### config.mk
export PLATFORM = sky130hd
export DESIGN_NAME = sasc_top
export DESIGN_NICKNAME = d
export VERILOG_FILES = /design/src/shared/sasc_pkg.sv /design/src/rtl/sasc_sync.sv /design/src/rtl/sasc_clamp.sv /design/src/rtl/sasc_top.sv
export SDC_FILE = /design/constraint.sdc
export NUM_CORES = 1
export LEC_CHECK = 0
export BUFFER_PORTS_ARGS = -buffer_cell sky130_fd_sc_hd__buf_2
export CAP_MARGIN = 20
export CORE_UTILIZATION = 26
export CTS_CLUSTER_SIZE = 28
export DETAILED_ROUTE_END_ITERATION = 6
export PLACE_DENSITY = 0.41
export SLEW_MARGIN = 20
export SYNTH_ARGS = -nofsm -noshare
export SYNTH_HDL_FRONTEND = slang
export SYNTH_HIERARCHICAL = 1
export SYNTH_SLANG_ARGS = --single-unit
export TNS_END_PERCENT = 20
### constraint.sdc
create_clock -name clk_i -period 3 [get_ports clk_i]
set_input_delay 0.6 -clock clk_i [delete_from_list [all_inputs] [get_ports clk_i]]
set_output_delay 0.6 -clock clk_i [all_outputs]
set_load 0.01 [all_outputs]
### src/shared/sasc_pkg.sv
package sasc_pkg;
	localparam int CLK_PERIOD_NS = 10;
	// Longest times round down to whole cycles
	localparam int CONV_BYPASS_NS = 660;
	localparam int CONV_AMP_NS = 1550;
	localparam int BUSY_RISE_NS = 30;
	localparam int CONV_BYPASS_CYC = CONV_BYPASS_NS / CLK_PERIOD_NS;
	localparam int CONV_AMP_CYC = CONV_AMP_NS / CLK_PERIOD_NS;
	localparam int BUSY_RISE_CYC = BUSY_RISE_NS / CLK_PERIOD_NS;
	localparam int CONV_CNT_W = 8;

	localparam int CODE_W = 14;
	localparam int RAW_W = 16;
	localparam int TAG_W = 6;
	localparam int FRAME_W = CODE_W + TAG_W;
	localparam logic signed [CODE_W-1:0] CODE_MAX = 14'sh1fff;
	localparam logic signed [CODE_W-1:0] CODE_MIN = -14'sh2000;
	localparam int PAIR_COUNT = 8;
	localparam logic [2:0] PAIR_LAST = 3'h7;

	localparam logic [7:0] REG_CTRL = 8'h00;
	localparam logic [7:0] REG_STATUS = 8'h04;
	localparam logic [7:0] REG_RESULT = 8'h08;
	localparam int CTRL_HOLD_OFF_BIT = 0;
	localparam logic CTRL_RESET = 1'b0;
	localparam int ST_BUSY_BIT = 0;
	localparam int ST_LOW_POWER_BIT = 1;
	localparam int ST_BYPASS_BIT = 2;
	localparam int ST_SWEEP_LSB = 4;
	localparam int ST_CHAN_LSB = 8;
	localparam int ST_GAIN_LSB = 12;
	localparam int RES_CLAMP_BIT = 16;

	typedef struct packed {
		logic [2:0] chan;
		logic [2:0] gain;
	} sasc_sel_t;

	typedef enum logic [1:0] {
		SW_IDLE = 2'b00,
		SW_ARM = 2'b01,
		SW_RUN = 2'b10,
		SW_TAIL = 2'b11
	} sasc_sweep_t;
endpackage

### src/rtl/sasc_sync.sv
`timescale 1ns/1ps
module sasc_sync #(
	parameter int W = 1
) (
	input wire logic clk_i,
	input wire logic rst_i,
	input wire logic [W-1:0] d_i,
	output logic [W-1:0] q_o,
	output logic [W-1:0] rise_o,
	output logic [W-1:0] fall_o
);
	logic [W-1:0] meta_reg;
	logic [W-1:0] sync_reg;
	logic [W-1:0] prev_reg;

	always_ff @(posedge clk_i) begin
		if (rst_i) begin
			meta_reg <= '0;
			sync_reg <= '0;
			prev_reg <= '0;
		end else begin
			meta_reg <= d_i;
			sync_reg <= meta_reg;
			prev_reg <= sync_reg;
		end
	end

	assign q_o = sync_reg;
	assign rise_o = sync_reg & ~prev_reg;
	assign fall_o = ~sync_reg & prev_reg;
endmodule

### src/rtl/sasc_clamp.sv
`timescale 1ns/1ps
module sasc_clamp (
	input wire logic signed [sasc_pkg::RAW_W-1:0] raw_i,
	output logic signed [sasc_pkg::CODE_W-1:0] code_o,
	output logic clamped_o
);
	localparam logic signed [sasc_pkg::RAW_W-1:0] HI = sasc_pkg::RAW_W'(sasc_pkg::CODE_MAX);
	localparam logic signed [sasc_pkg::RAW_W-1:0] LO = sasc_pkg::RAW_W'(sasc_pkg::CODE_MIN);

	always_comb begin
		clamped_o = 1'b1;
		if (raw_i > HI) begin
			code_o = sasc_pkg::CODE_MAX;
		end else if (raw_i < LO) begin
			code_o = sasc_pkg::CODE_MIN;
		end else begin
			code_o = raw_i[sasc_pkg::CODE_W-1:0];
			clamped_o = 1'b0;
		end
	end
endmodule

### src/rtl/sasc_top.sv
// The Wishbone slave port and the address map are this design's own decisions.
`timescale 1ns/1ps
// How it works
// - Low power: tracking lasts exactly while convert-start is held high.
// - Bypassed amplifier: busy rises within 30ns of convert-start falling.
// - Bypassed amplifier: conversion completes within 660ns.
// - Channel and gain pins are captured on each convert-start rise.
// - Normal mode: selections captured on sample n apply on sample n+1.
// - Low power: captured selections apply to the very next conversion.
// - Amplifier is bypassed or set to gain 1,2,3,4,6,8,12,16.
// - Output code saturates between -8192 and 8191.
// - Sweep steps pairs 0 to 7 and wraps while sweep stays high.
// - Normal sweep: first sample initializes, second ignored, pair 0 at second fall.
// - Each later convert-start rise advances the sweep to the next pair.
// - Low power sweep: first sample ignored, pair 0 at second fall.
// - In sweep the tag reports the sequencer channel, not the pins.
// - After sweep drops one more sequencer pair, then the pins choose.
// - Tag shifts channel bits then gain bits, each most significant first.
// - Convert-start fall starts a conversion; output floats while it is high.
// - Busy stays high for the conversion; result MSB present when it drops.
// - Low power select high picks low power mode, else normal.
// - Amplifier bypass high makes the gain selection ignored.
module sasc_top (
	input wire logic clk_i,
	input wire logic rst_i,
	input wire logic convert_start_n_i,
	input wire logic serial_clk_i,
	input wire logic [2:0] chan_sel_i,
	input wire logic [2:0] gain_sel_i,
	input wire logic sweep_i,
	input wire logic low_power_select_i,
	input wire logic amp_bypass_i,
	input wire logic signed [sasc_pkg::RAW_W-1:0] raw_code_i,
	output logic serial_result_out_o,
	output logic serial_result_out_oe_o,
	output logic busy_o,
	output logic track_o,
	output logic [2:0] active_chan_o,
	output logic amp_bypass_o,
	output logic [4:0] amp_gain_factor_o,
	input wire logic wb_cyc_i,
	input wire logic wb_stb_i,
	input wire logic wb_we_i,
	input wire logic [7:0] wb_adr_i,
	input wire logic [3:0] wb_sel_i,
	input wire logic [31:0] wb_dat_i,
	output logic [31:0] wb_dat_o,
	output logic wb_ack_o
);
	logic [1:0] edge_q;
	logic [1:0] edge_rise;
	logic [1:0] edge_fall;
	logic [8:0] lvl_q;
	logic cs_high;
	logic cs_rise;
	logic cs_fall;
	logic sck_rise;
	sasc_pkg::sasc_sel_t pins;
	logic sweep_s;
	logic low_power;
	logic bypass_s;

	sasc_sync #(.W(2)) u_edge_sync (
		.clk_i(clk_i),
		.rst_i(rst_i),
		.d_i({serial_clk_i, convert_start_n_i}),
		.q_o(edge_q),
		.rise_o(edge_rise),
		.fall_o(edge_fall)
	);

	sasc_sync #(.W(9)) u_level_sync (
		.clk_i(clk_i),
		.rst_i(rst_i),
		.d_i({amp_bypass_i, low_power_select_i, sweep_i, chan_sel_i, gain_sel_i}),
		.q_o(lvl_q),
		.rise_o(),
		.fall_o()
	);

	// Reset value of zero matches the idle low pin, so no false start follows reset
	assign cs_high = edge_q[0];
	assign cs_rise = edge_rise[0];
	assign cs_fall = edge_fall[0];
	assign sck_rise = edge_rise[1];
	assign pins = lvl_q[5:0];
	assign sweep_s = lvl_q[6];
	assign low_power = lvl_q[7];
	assign bypass_s = lvl_q[8];

	logic hold_off_reg;
	logic busy_reg;
	logic start_ok;
	assign start_ok = cs_fall && !hold_off_reg;

	// Selection capture: latch holds sample n, prev holds sample n-1
	sasc_pkg::sasc_sel_t latch_reg;
	sasc_pkg::sasc_sel_t prev_reg;
	always_ff @(posedge clk_i) begin
		if (rst_i) begin
			latch_reg <= '0;
			prev_reg <= '0;
		end else if (cs_rise) begin
			prev_reg <= latch_reg;
			latch_reg <= pins;
		end
	end

	// Sweep sequencer
	sasc_pkg::sasc_sweep_t sweep_reg;
	logic [2:0] seq_reg;
	logic use_seq_reg;
	always_ff @(posedge clk_i) begin
		if (rst_i) begin
			sweep_reg <= sasc_pkg::SW_IDLE;
			seq_reg <= '0;
			use_seq_reg <= 1'b0;
		end else if (cs_rise) begin
			case (sweep_reg)
				sasc_pkg::SW_IDLE: begin
					seq_reg <= '0;
					use_seq_reg <= sweep_s;
					if (sweep_s) begin
						sweep_reg <= sasc_pkg::SW_ARM;
					end
				end
				sasc_pkg::SW_ARM: begin
					use_seq_reg <= sweep_s;
					sweep_reg <= sweep_s ? sasc_pkg::SW_RUN : sasc_pkg::SW_IDLE;
				end
				sasc_pkg::SW_RUN: begin
					// Wraps naturally from the last pair to pair 0
					seq_reg <= seq_reg + 3'h1;
					use_seq_reg <= 1'b1;
					sweep_reg <= sweep_s ? sasc_pkg::SW_RUN : sasc_pkg::SW_TAIL;
				end
				sasc_pkg::SW_TAIL: begin
					seq_reg <= '0;
					use_seq_reg <= sweep_s;
					sweep_reg <= sweep_s ? sasc_pkg::SW_ARM : sasc_pkg::SW_IDLE;
				end
				default: begin
					sweep_reg <= sasc_pkg::SW_IDLE;
					seq_reg <= '0;
					use_seq_reg <= 1'b0;
				end
			endcase
		end
	end

	// Selections applied at the sampling instant
	logic [2:0] act_chan_reg;
	logic [2:0] act_gain_reg;
	logic act_bypass_reg;
	always_ff @(posedge clk_i) begin
		if (rst_i) begin
			act_chan_reg <= '0;
			act_gain_reg <= '0;
			act_bypass_reg <= 1'b0;
		end else if (start_ok) begin
			if (use_seq_reg) begin
				act_chan_reg <= seq_reg;
			end else begin
				act_chan_reg <= low_power ? latch_reg.chan : prev_reg.chan;
			end
			act_gain_reg <= low_power ? latch_reg.gain : prev_reg.gain;
			act_bypass_reg <= bypass_s;
		end
	end

	function automatic logic [4:0] gain_factor(input logic [2:0] code);
		logic [4:0] f;
		f = 5'h01;
		case (code)
			3'h0: f = 5'h01;
			3'h1: f = 5'h02;
			3'h2: f = 5'h03;
			3'h3: f = 5'h04;
			3'h4: f = 5'h06;
			3'h5: f = 5'h08;
			3'h6: f = 5'h0c;
			3'h7: f = 5'h10;
			default: f = 5'h01;
		endcase
		return f;
	endfunction

	always_ff @(posedge clk_i) begin
		if (rst_i) begin
			amp_gain_factor_o <= '0;
			amp_bypass_o <= 1'b0;
		end else begin
			amp_bypass_o <= act_bypass_reg;
			// Zero factor means bypassed; gain pins have no effect then
			amp_gain_factor_o <= act_bypass_reg ? 5'h00 : gain_factor(act_gain_reg);
		end
	end

	// Conversion timing
	logic [sasc_pkg::CONV_CNT_W-1:0] conv_cnt_reg;
	logic [sasc_pkg::CONV_CNT_W-1:0] conv_limit;
	logic conv_done;
	assign conv_limit = act_bypass_reg ? sasc_pkg::CONV_CNT_W'(sasc_pkg::CONV_BYPASS_CYC)
		: sasc_pkg::CONV_CNT_W'(sasc_pkg::CONV_AMP_CYC);
	assign conv_done = busy_reg && (conv_cnt_reg == conv_limit - 8'h01);

	always_ff @(posedge clk_i) begin
		if (rst_i) begin
			busy_reg <= 1'b0;
			conv_cnt_reg <= '0;
		end else if (start_ok) begin
			busy_reg <= 1'b1;
			conv_cnt_reg <= '0;
		end else if (conv_done) begin
			busy_reg <= 1'b0;
		end else if (busy_reg) begin
			conv_cnt_reg <= conv_cnt_reg + 8'h01;
		end
	end

	always_ff @(posedge clk_i) begin
		if (rst_i) begin
			track_o <= 1'b0;
		end else begin
			track_o <= cs_high && !busy_reg;
		end
	end

	// Result, clamp and serial frame
	logic signed [sasc_pkg::CODE_W-1:0] clamp_code;
	logic clamp_hit;
	logic signed [sasc_pkg::CODE_W-1:0] result_reg;
	logic clamp_reg;
	logic [sasc_pkg::FRAME_W-1:0] frame_reg;

	sasc_clamp u_clamp (
		.raw_i(raw_code_i),
		.code_o(clamp_code),
		.clamped_o(clamp_hit)
	);

	always_ff @(posedge clk_i) begin
		if (rst_i) begin
			result_reg <= '0;
			clamp_reg <= 1'b0;
		end else if (conv_done) begin
			result_reg <= clamp_code;
			clamp_reg <= clamp_hit;
		end
	end

	// Frame shifts only after busy drops; output is low during conversion
	always_ff @(posedge clk_i) begin
		if (rst_i) begin
			frame_reg <= '0;
		end else if (start_ok) begin
			frame_reg <= '0;
		end else if (conv_done) begin
			frame_reg <= {clamp_code, act_chan_reg, act_gain_reg};
		end else if (sck_rise && !busy_reg && !cs_high) begin
			frame_reg <= {frame_reg[sasc_pkg::FRAME_W-2:0], 1'b0};
		end
	end

	assign serial_result_out_o = frame_reg[sasc_pkg::FRAME_W-1];
	assign serial_result_out_oe_o = !cs_high;
	assign busy_o = busy_reg;
	assign active_chan_o = act_chan_reg;

	// Wishbone slave, one wait state, unmapped reads return zero
	logic [31:0] rd_data;
	always_comb begin
		rd_data = '0;
		case (wb_adr_i)
			sasc_pkg::REG_CTRL: rd_data[sasc_pkg::CTRL_HOLD_OFF_BIT] = hold_off_reg;
			sasc_pkg::REG_STATUS: begin
				rd_data[sasc_pkg::ST_BUSY_BIT] = busy_reg;
				rd_data[sasc_pkg::ST_LOW_POWER_BIT] = low_power;
				rd_data[sasc_pkg::ST_BYPASS_BIT] = act_bypass_reg;
				rd_data[sasc_pkg::ST_SWEEP_LSB +: 2] = sweep_reg;
				rd_data[sasc_pkg::ST_CHAN_LSB +: 3] = act_chan_reg;
				rd_data[sasc_pkg::ST_GAIN_LSB +: 3] = act_gain_reg;
			end
			sasc_pkg::REG_RESULT: begin
				rd_data[sasc_pkg::CODE_W-1:0] = result_reg;
				rd_data[sasc_pkg::RES_CLAMP_BIT] = clamp_reg;
			end
			default: rd_data = '0;
		endcase
	end

	always_ff @(posedge clk_i) begin
		if (rst_i) begin
			wb_ack_o <= 1'b0;
			wb_dat_o <= '0;
		end else begin
			wb_ack_o <= wb_cyc_i && wb_stb_i && !wb_ack_o;
			if (wb_cyc_i && wb_stb_i && !wb_ack_o) begin
				wb_dat_o <= rd_data;
			end
		end
	end

	// Hold-off lets software stop new conversions without touching the pins
	always_ff @(posedge clk_i) begin
		if (rst_i) begin
			hold_off_reg <= sasc_pkg::CTRL_RESET;
		end else if (wb_cyc_i && wb_stb_i && wb_ack_o && wb_we_i && wb_sel_i[0]
			&& wb_adr_i == sasc_pkg::REG_CTRL) begin
			hold_off_reg <= wb_dat_i[sasc_pkg::CTRL_HOLD_OFF_BIT];
		end
	end
endmodule

=== After elaboration in Yosys (flattened, before gate mapping) ===
Memory sizes are Yosys's and may differ from the RTL's. A register that Yosys moved wholly into a read port is not among the register bits.
Cells that the tools add are included.

* Register bits: 113
* Memory bits (read-only): 40
* Input bits: 76
* Logic and storage cells: 99
* Memories: 1

{| class="wikitable"
|+ Memories
! name !! words !! bits a word !! rd ports !! clocked after memory_dff !! write ports !! RTL line !! RTL
|-
| (no name shown) || 8 || 5 || 1 || 1 || 0 || sasc_top.sv:174 || <nowiki>case (code)</nowiki>
|}

* Add/sub/neg operators: 3
* $lt $le $gt $ge: 2
* Equality and inequality tests: 7
* Mux-type cells: 29
* Bitwise gates (word level): 5
* Reduce and logical (&&, ||, !) cells: 27

{| class="wikitable"
|+ Operators with widths
! operator !! number
|-
| 20-bit 2-to-1 mux || 2
|-
| 14-bit 2-to-1 mux || 2
|-
| 16-bit by 14-bit greater-than comparator with 1-bit output (second input constant) || 1
|-
| 16-bit by 14-bit less-than comparator with 1-bit output (second input constant) || 1
|-
| 2-bit case mux with 2 select lines || 3
|-
| 3-bit case mux with 2 select lines || 2
|-
| 1-bit logical AND || 11
|-
| 1-bit 2-to-1 mux || 10
|-
| 3-bit 2-to-1 mux || 3
|-
| 8-bit by 1-bit adder with 8-bit output (second input constant) || 1
|-
| 8-bit by 3-bit equality test with 1-bit output (second input constant) || 1
|-
| 8-bit by 4-bit equality test with 1-bit output (second input constant) || 1
|-
| 8-bit equality test || 1
|-
| 8-bit logical NOT || 1
|-
| 8-bit 2-to-1 mux || 1
|-
| 2-bit case mux with 4 select lines || 1
|-
| 8-bit by 1-bit subtractor with 8-bit output (second input constant) || 1
|-
| 2-bit 2-to-1 mux || 3
|-
| 2-bit AND reduction || 3
|-
| 2-bit nonzero test || 3
|-
| 2-bit OR reduction || 3
|-
| 2-bit equality test (second input constant) || 2
|-
| 1-bit logical NOT || 4
|-
| 3-bit by 1-bit adder with 3-bit output (second input constant) || 1
|-
| other kinds (10) || 11
|}

=== Depth between registers and ports, before layout ===
* Word-level depth: 6
* Depth in mapped cells: 7

=== Hierarchy ===
The synthesis kept the hierarchy.

{| class="wikitable"
|+ Modules (own cells, without submodules)
! module !! times used !! cells an instance !! area an instance (um^2) !! sequential area each (um^2)
|-
| sasc_top || 1 || 478 || 4206.5 || 1881.8
|-
| sasc_sync at u_level_sync || 1 || 74 || 862.1 || 540.5
|-
| sasc_clamp || 1 || 51 || 352.8 || 0.0
|-
| sasc_sync at u_edge_sync || 1 || 16 || 182.7 || 120.1
|}

=== Worst setup path after synthesis ===
OpenSTA, ideal clock, no wires.

* Kind: in2reg
* From: input port wb_adr_i[1]
* To: register wb_dat_o[11]
* Setup time: 0.070 ns
* Arrival: 1.878 ns
* Path slack: 1.051 ns
* Stages: 5
* Cells stage by stage: or4_4 nor4_4 buf_6 nand3_1 a21oi_1

* Word-level cells in the longest chain between the ends: 2

{| class="wikitable"
|+ RTL lines
! what !! RTL line !! RTL
|-
| start: declaration || sasc_top.sv:44 || <nowiki>input wire logic [7:0] wb_adr_i,</nowiki>
|-
| 8-bit by 4-bit equality test with 1-bit output || sasc_top.sv:274 || <nowiki>case (wb_adr_i)</nowiki>
|-
| 1-bit 2-to-1 mux || sasc_top.sv:274 ||
|-
| end signal: assignment || sasc_top.sv:299 || <nowiki>wb_dat_o <= rd_data;</nowiki>
|-
| end: declaration || sasc_top.sv:47 || <nowiki>output logic [31:0] wb_dat_o,</nowiki>
|}

Every way passes these cells.
A chain may end at the register's enable or synchronous reset.

=== Final worst setup path ===
* From: register busy_reg (netlist: busy_o)
* To: output port busy_o

{| class="wikitable"
|+ RTL lines
! what !! RTL line !! RTL
|-
| start: declaration || sasc_top.sv:92 || <nowiki>logic busy_reg;</nowiki>
|-
| start signal: assignment || sasc_top.sv:209 || <nowiki>busy_reg <= 1'b0;</nowiki>
|-
| start signal: assignment || sasc_top.sv:212 || <nowiki>busy_reg <= 1'b1;</nowiki>
|-
| start signal: assignment || sasc_top.sv:215 || <nowiki>busy_reg <= 1'b0;</nowiki>
|-
| end: declaration || sasc_top.sv:36 || <nowiki>output logic busy_o,</nowiki>
|}

No word-level cell between the ends.

==> flow_metrics.py <==
metrics = {
    "status": {
        "outcome": "finished, final reports clean",
    },
    "layout": {
        "antenna-diode-count": 0,
        "syn2layout_area_growth_pct": 20.3,
        "final_net_count": 721,
        "most-common-layout-cells": "sky130_fd_sc_hd__dfxtp_1, sky130_fd_sc_hd__buf_2, sky130_fd_sc_hd__nor2_1",
        "layout_commonest_cell": "sky130_fd_sc_hd__dfxtp_1",
        "post-route-cell-area_mm2": 0.00631,
        "drive_gt1_frac": 0.207,
        "largest_register_ff_count": 20,
        "final_core_util": 0.322,
        "post_layout_nonfiller_instances": 911,
    },
    "min_path": {
        "worstHoldPathType": "in -> reg",
    },
    "power_and_ir_drop": {
        "irDropWorstVdd_mv": 0.415,
        "p_leak_uw": 0.00238,
        "cellPowerDensity_mw_per_mm2": 616,
    },
    "clock_network": {
        "cts_repair_resized_insts": 0,
        "clock-root-buffer": "sky130_fd_sc_hd__clkbuf_16",
        "clock_path_buffers": 2,
        "cts.clk_slew.worst_paths_ps": 50,
        "post_cts_hold_buffer_count": 0,
        "clock_tree.htree_level_count": 4,
        "clk-insertion-delay-late_ps": 420,
        "clkSinkCount": 118,
        "cts_tree": "built",
        "cts-buffers-inserted": 17,
        "post_cts_buffers": 0,
    },
    "synth": {
        "syn-instance-count": 582,
        "synth_area_per_cell_um2": 9.01,
        "synth.cell_area_mm2": 0.00525,
        "count_of_synthesis_stage_warnings_from_yosys": 6,
    },
    "floorplanning": {
        "die_width_um": 144,
        "boundaryPins": 122,
        "die-area_mm2": 0.0208,
        "rows": 51,
        "floorplan.die.height_um": 144,
        "initial_utilization": 0.268,
        "core_area_mm2": 0.0196,
    },
    "drt": {
        "number_of_routed_nets_with_antenna_violations": 0,
        "drt-total-wl_um": 13700,
        "post_drt_via_cell_ratio": 4.65,
        "detailroute.via_count": 4235,
        "detail_route.wl_per_cell_um": 15.0,
        "drt-pass1-iter-count": 4,
        "first_iter_violations": 301,
        "drcViolationCount": 0,
    },
    "critical_path": {
        "critical_path.cell_chain": "buf_4 > buf_2",
        "cp_slowest_cell": "sky130_fd_sc_hd__buf_4",
        "worstPathArrival_ps": 1370,
        "critical_path.n_buffers_inverters": 2,
        "cp.required_ps": 2400,
        "critical-path-top-delay-family": "buffers and inverters",
        "endpoint_kind": "primary output",
        "crit_path_max_fanout": 43,
        "worst_setup_path_start_kind": "flop",
        "timing_worst_setup_path_type": "reg -> out",
        "cp_slowest_stage_delay_ps": 410,
    },
    "sta": {
        "timing.final.max_slew_violations": 0,
        "clock.fmax_mhz": 507,
        "post-route-min-period_ps": 1970,
        "hold_viol_final": 0,
        "finalSetupViolCount": 0,
        "final.setup_skew_ps": 17.8,
        "post-route-period-util": 0.657,
        "rsz_0062_raised_after_global_routing": "no",
        "tns_ps": 0,
        "worst_slew_margin_rel": 0.484,
        "worstMarginPinSlew_ps": 773,
    },
    "placement": {
        "place_area_mm2": 0.00571,
        "post-place-cells": 881,
        "place.port_buffers": 71,
        "globalplace.congestion": 0.724,
        "post-dp-hpwl_um": 9400,
    },
    "global_route": {
        "grt_pass1_vias": 4019,
        "antenna_found_initial": 1,
        "grt-ovfl-total": 0,
        "grt_util_all_layers": 0.138,
        "maximum_number_of_pins_on_one_net_before_global_route_repair": 50,
        "grt_first_pass_wirelength_um": 21600,
    },
    "job": {
        "max-cap-violations": 0,
    },
}
power breakdown:
part	internal (uW)	leakage (uW)	total (uW)	switching, uW
registers	1600	0.000958	1610	16.0
logic	79.8	0.00112	223	143
clock network	1360	0.000295	2050	694
total	3030	0.00238	3890	853
per-stage QoR:
step | power, uW | hold WS, ps | setup slack (ps)
2_1_floorplan | 1810 | 414 | 1050
3_3_place_gp | 1870 | 419 | 765
3_5_place_dp | 1870 | 425 | 738
4_1_cts | 3940 | 386 | 1010
5_1_grt | 4050 | 386 | 933
6_report | 3890 | 399 | 1030
path summary, 6_finish.rpt:
check | startpoint | end | slack [ps] | cells after the start
max | busy_o | busy_o | 1030 | 2
min | chan_sel_i[0] | u_level_sync/meta_reg[3] | 400 | 2
max reg2reg | act_bypass_reg | conv_cnt_reg[2] | 1040 | 5
min reg2reg | u_level_sync/meta_reg[4] | u_level_sync/q_o[4] | 430 | 1
per-layer routing:
metal  wire length [um]  vias up  share of wire  global-route usage
met4                225        2          0.016              0.0515
met1               6330     1986           0.46               0.174
met3                439       13          0.032              0.0384
met5                  8        -        0.00059                   0
li1                   -     2154              -                   -
met2               6660       80           0.49               0.225
final cells by class:
cell class	count	area (um^2)
inverters	10	37.5
flip-flops and latches	118	2360
well taps	265	332
clock inverters	9	126
clock buffers	21	470
multi-input cells	406	2530
repair buffers	82	450
fillers	2056	13300
Power figures use the tool's default switching activity.
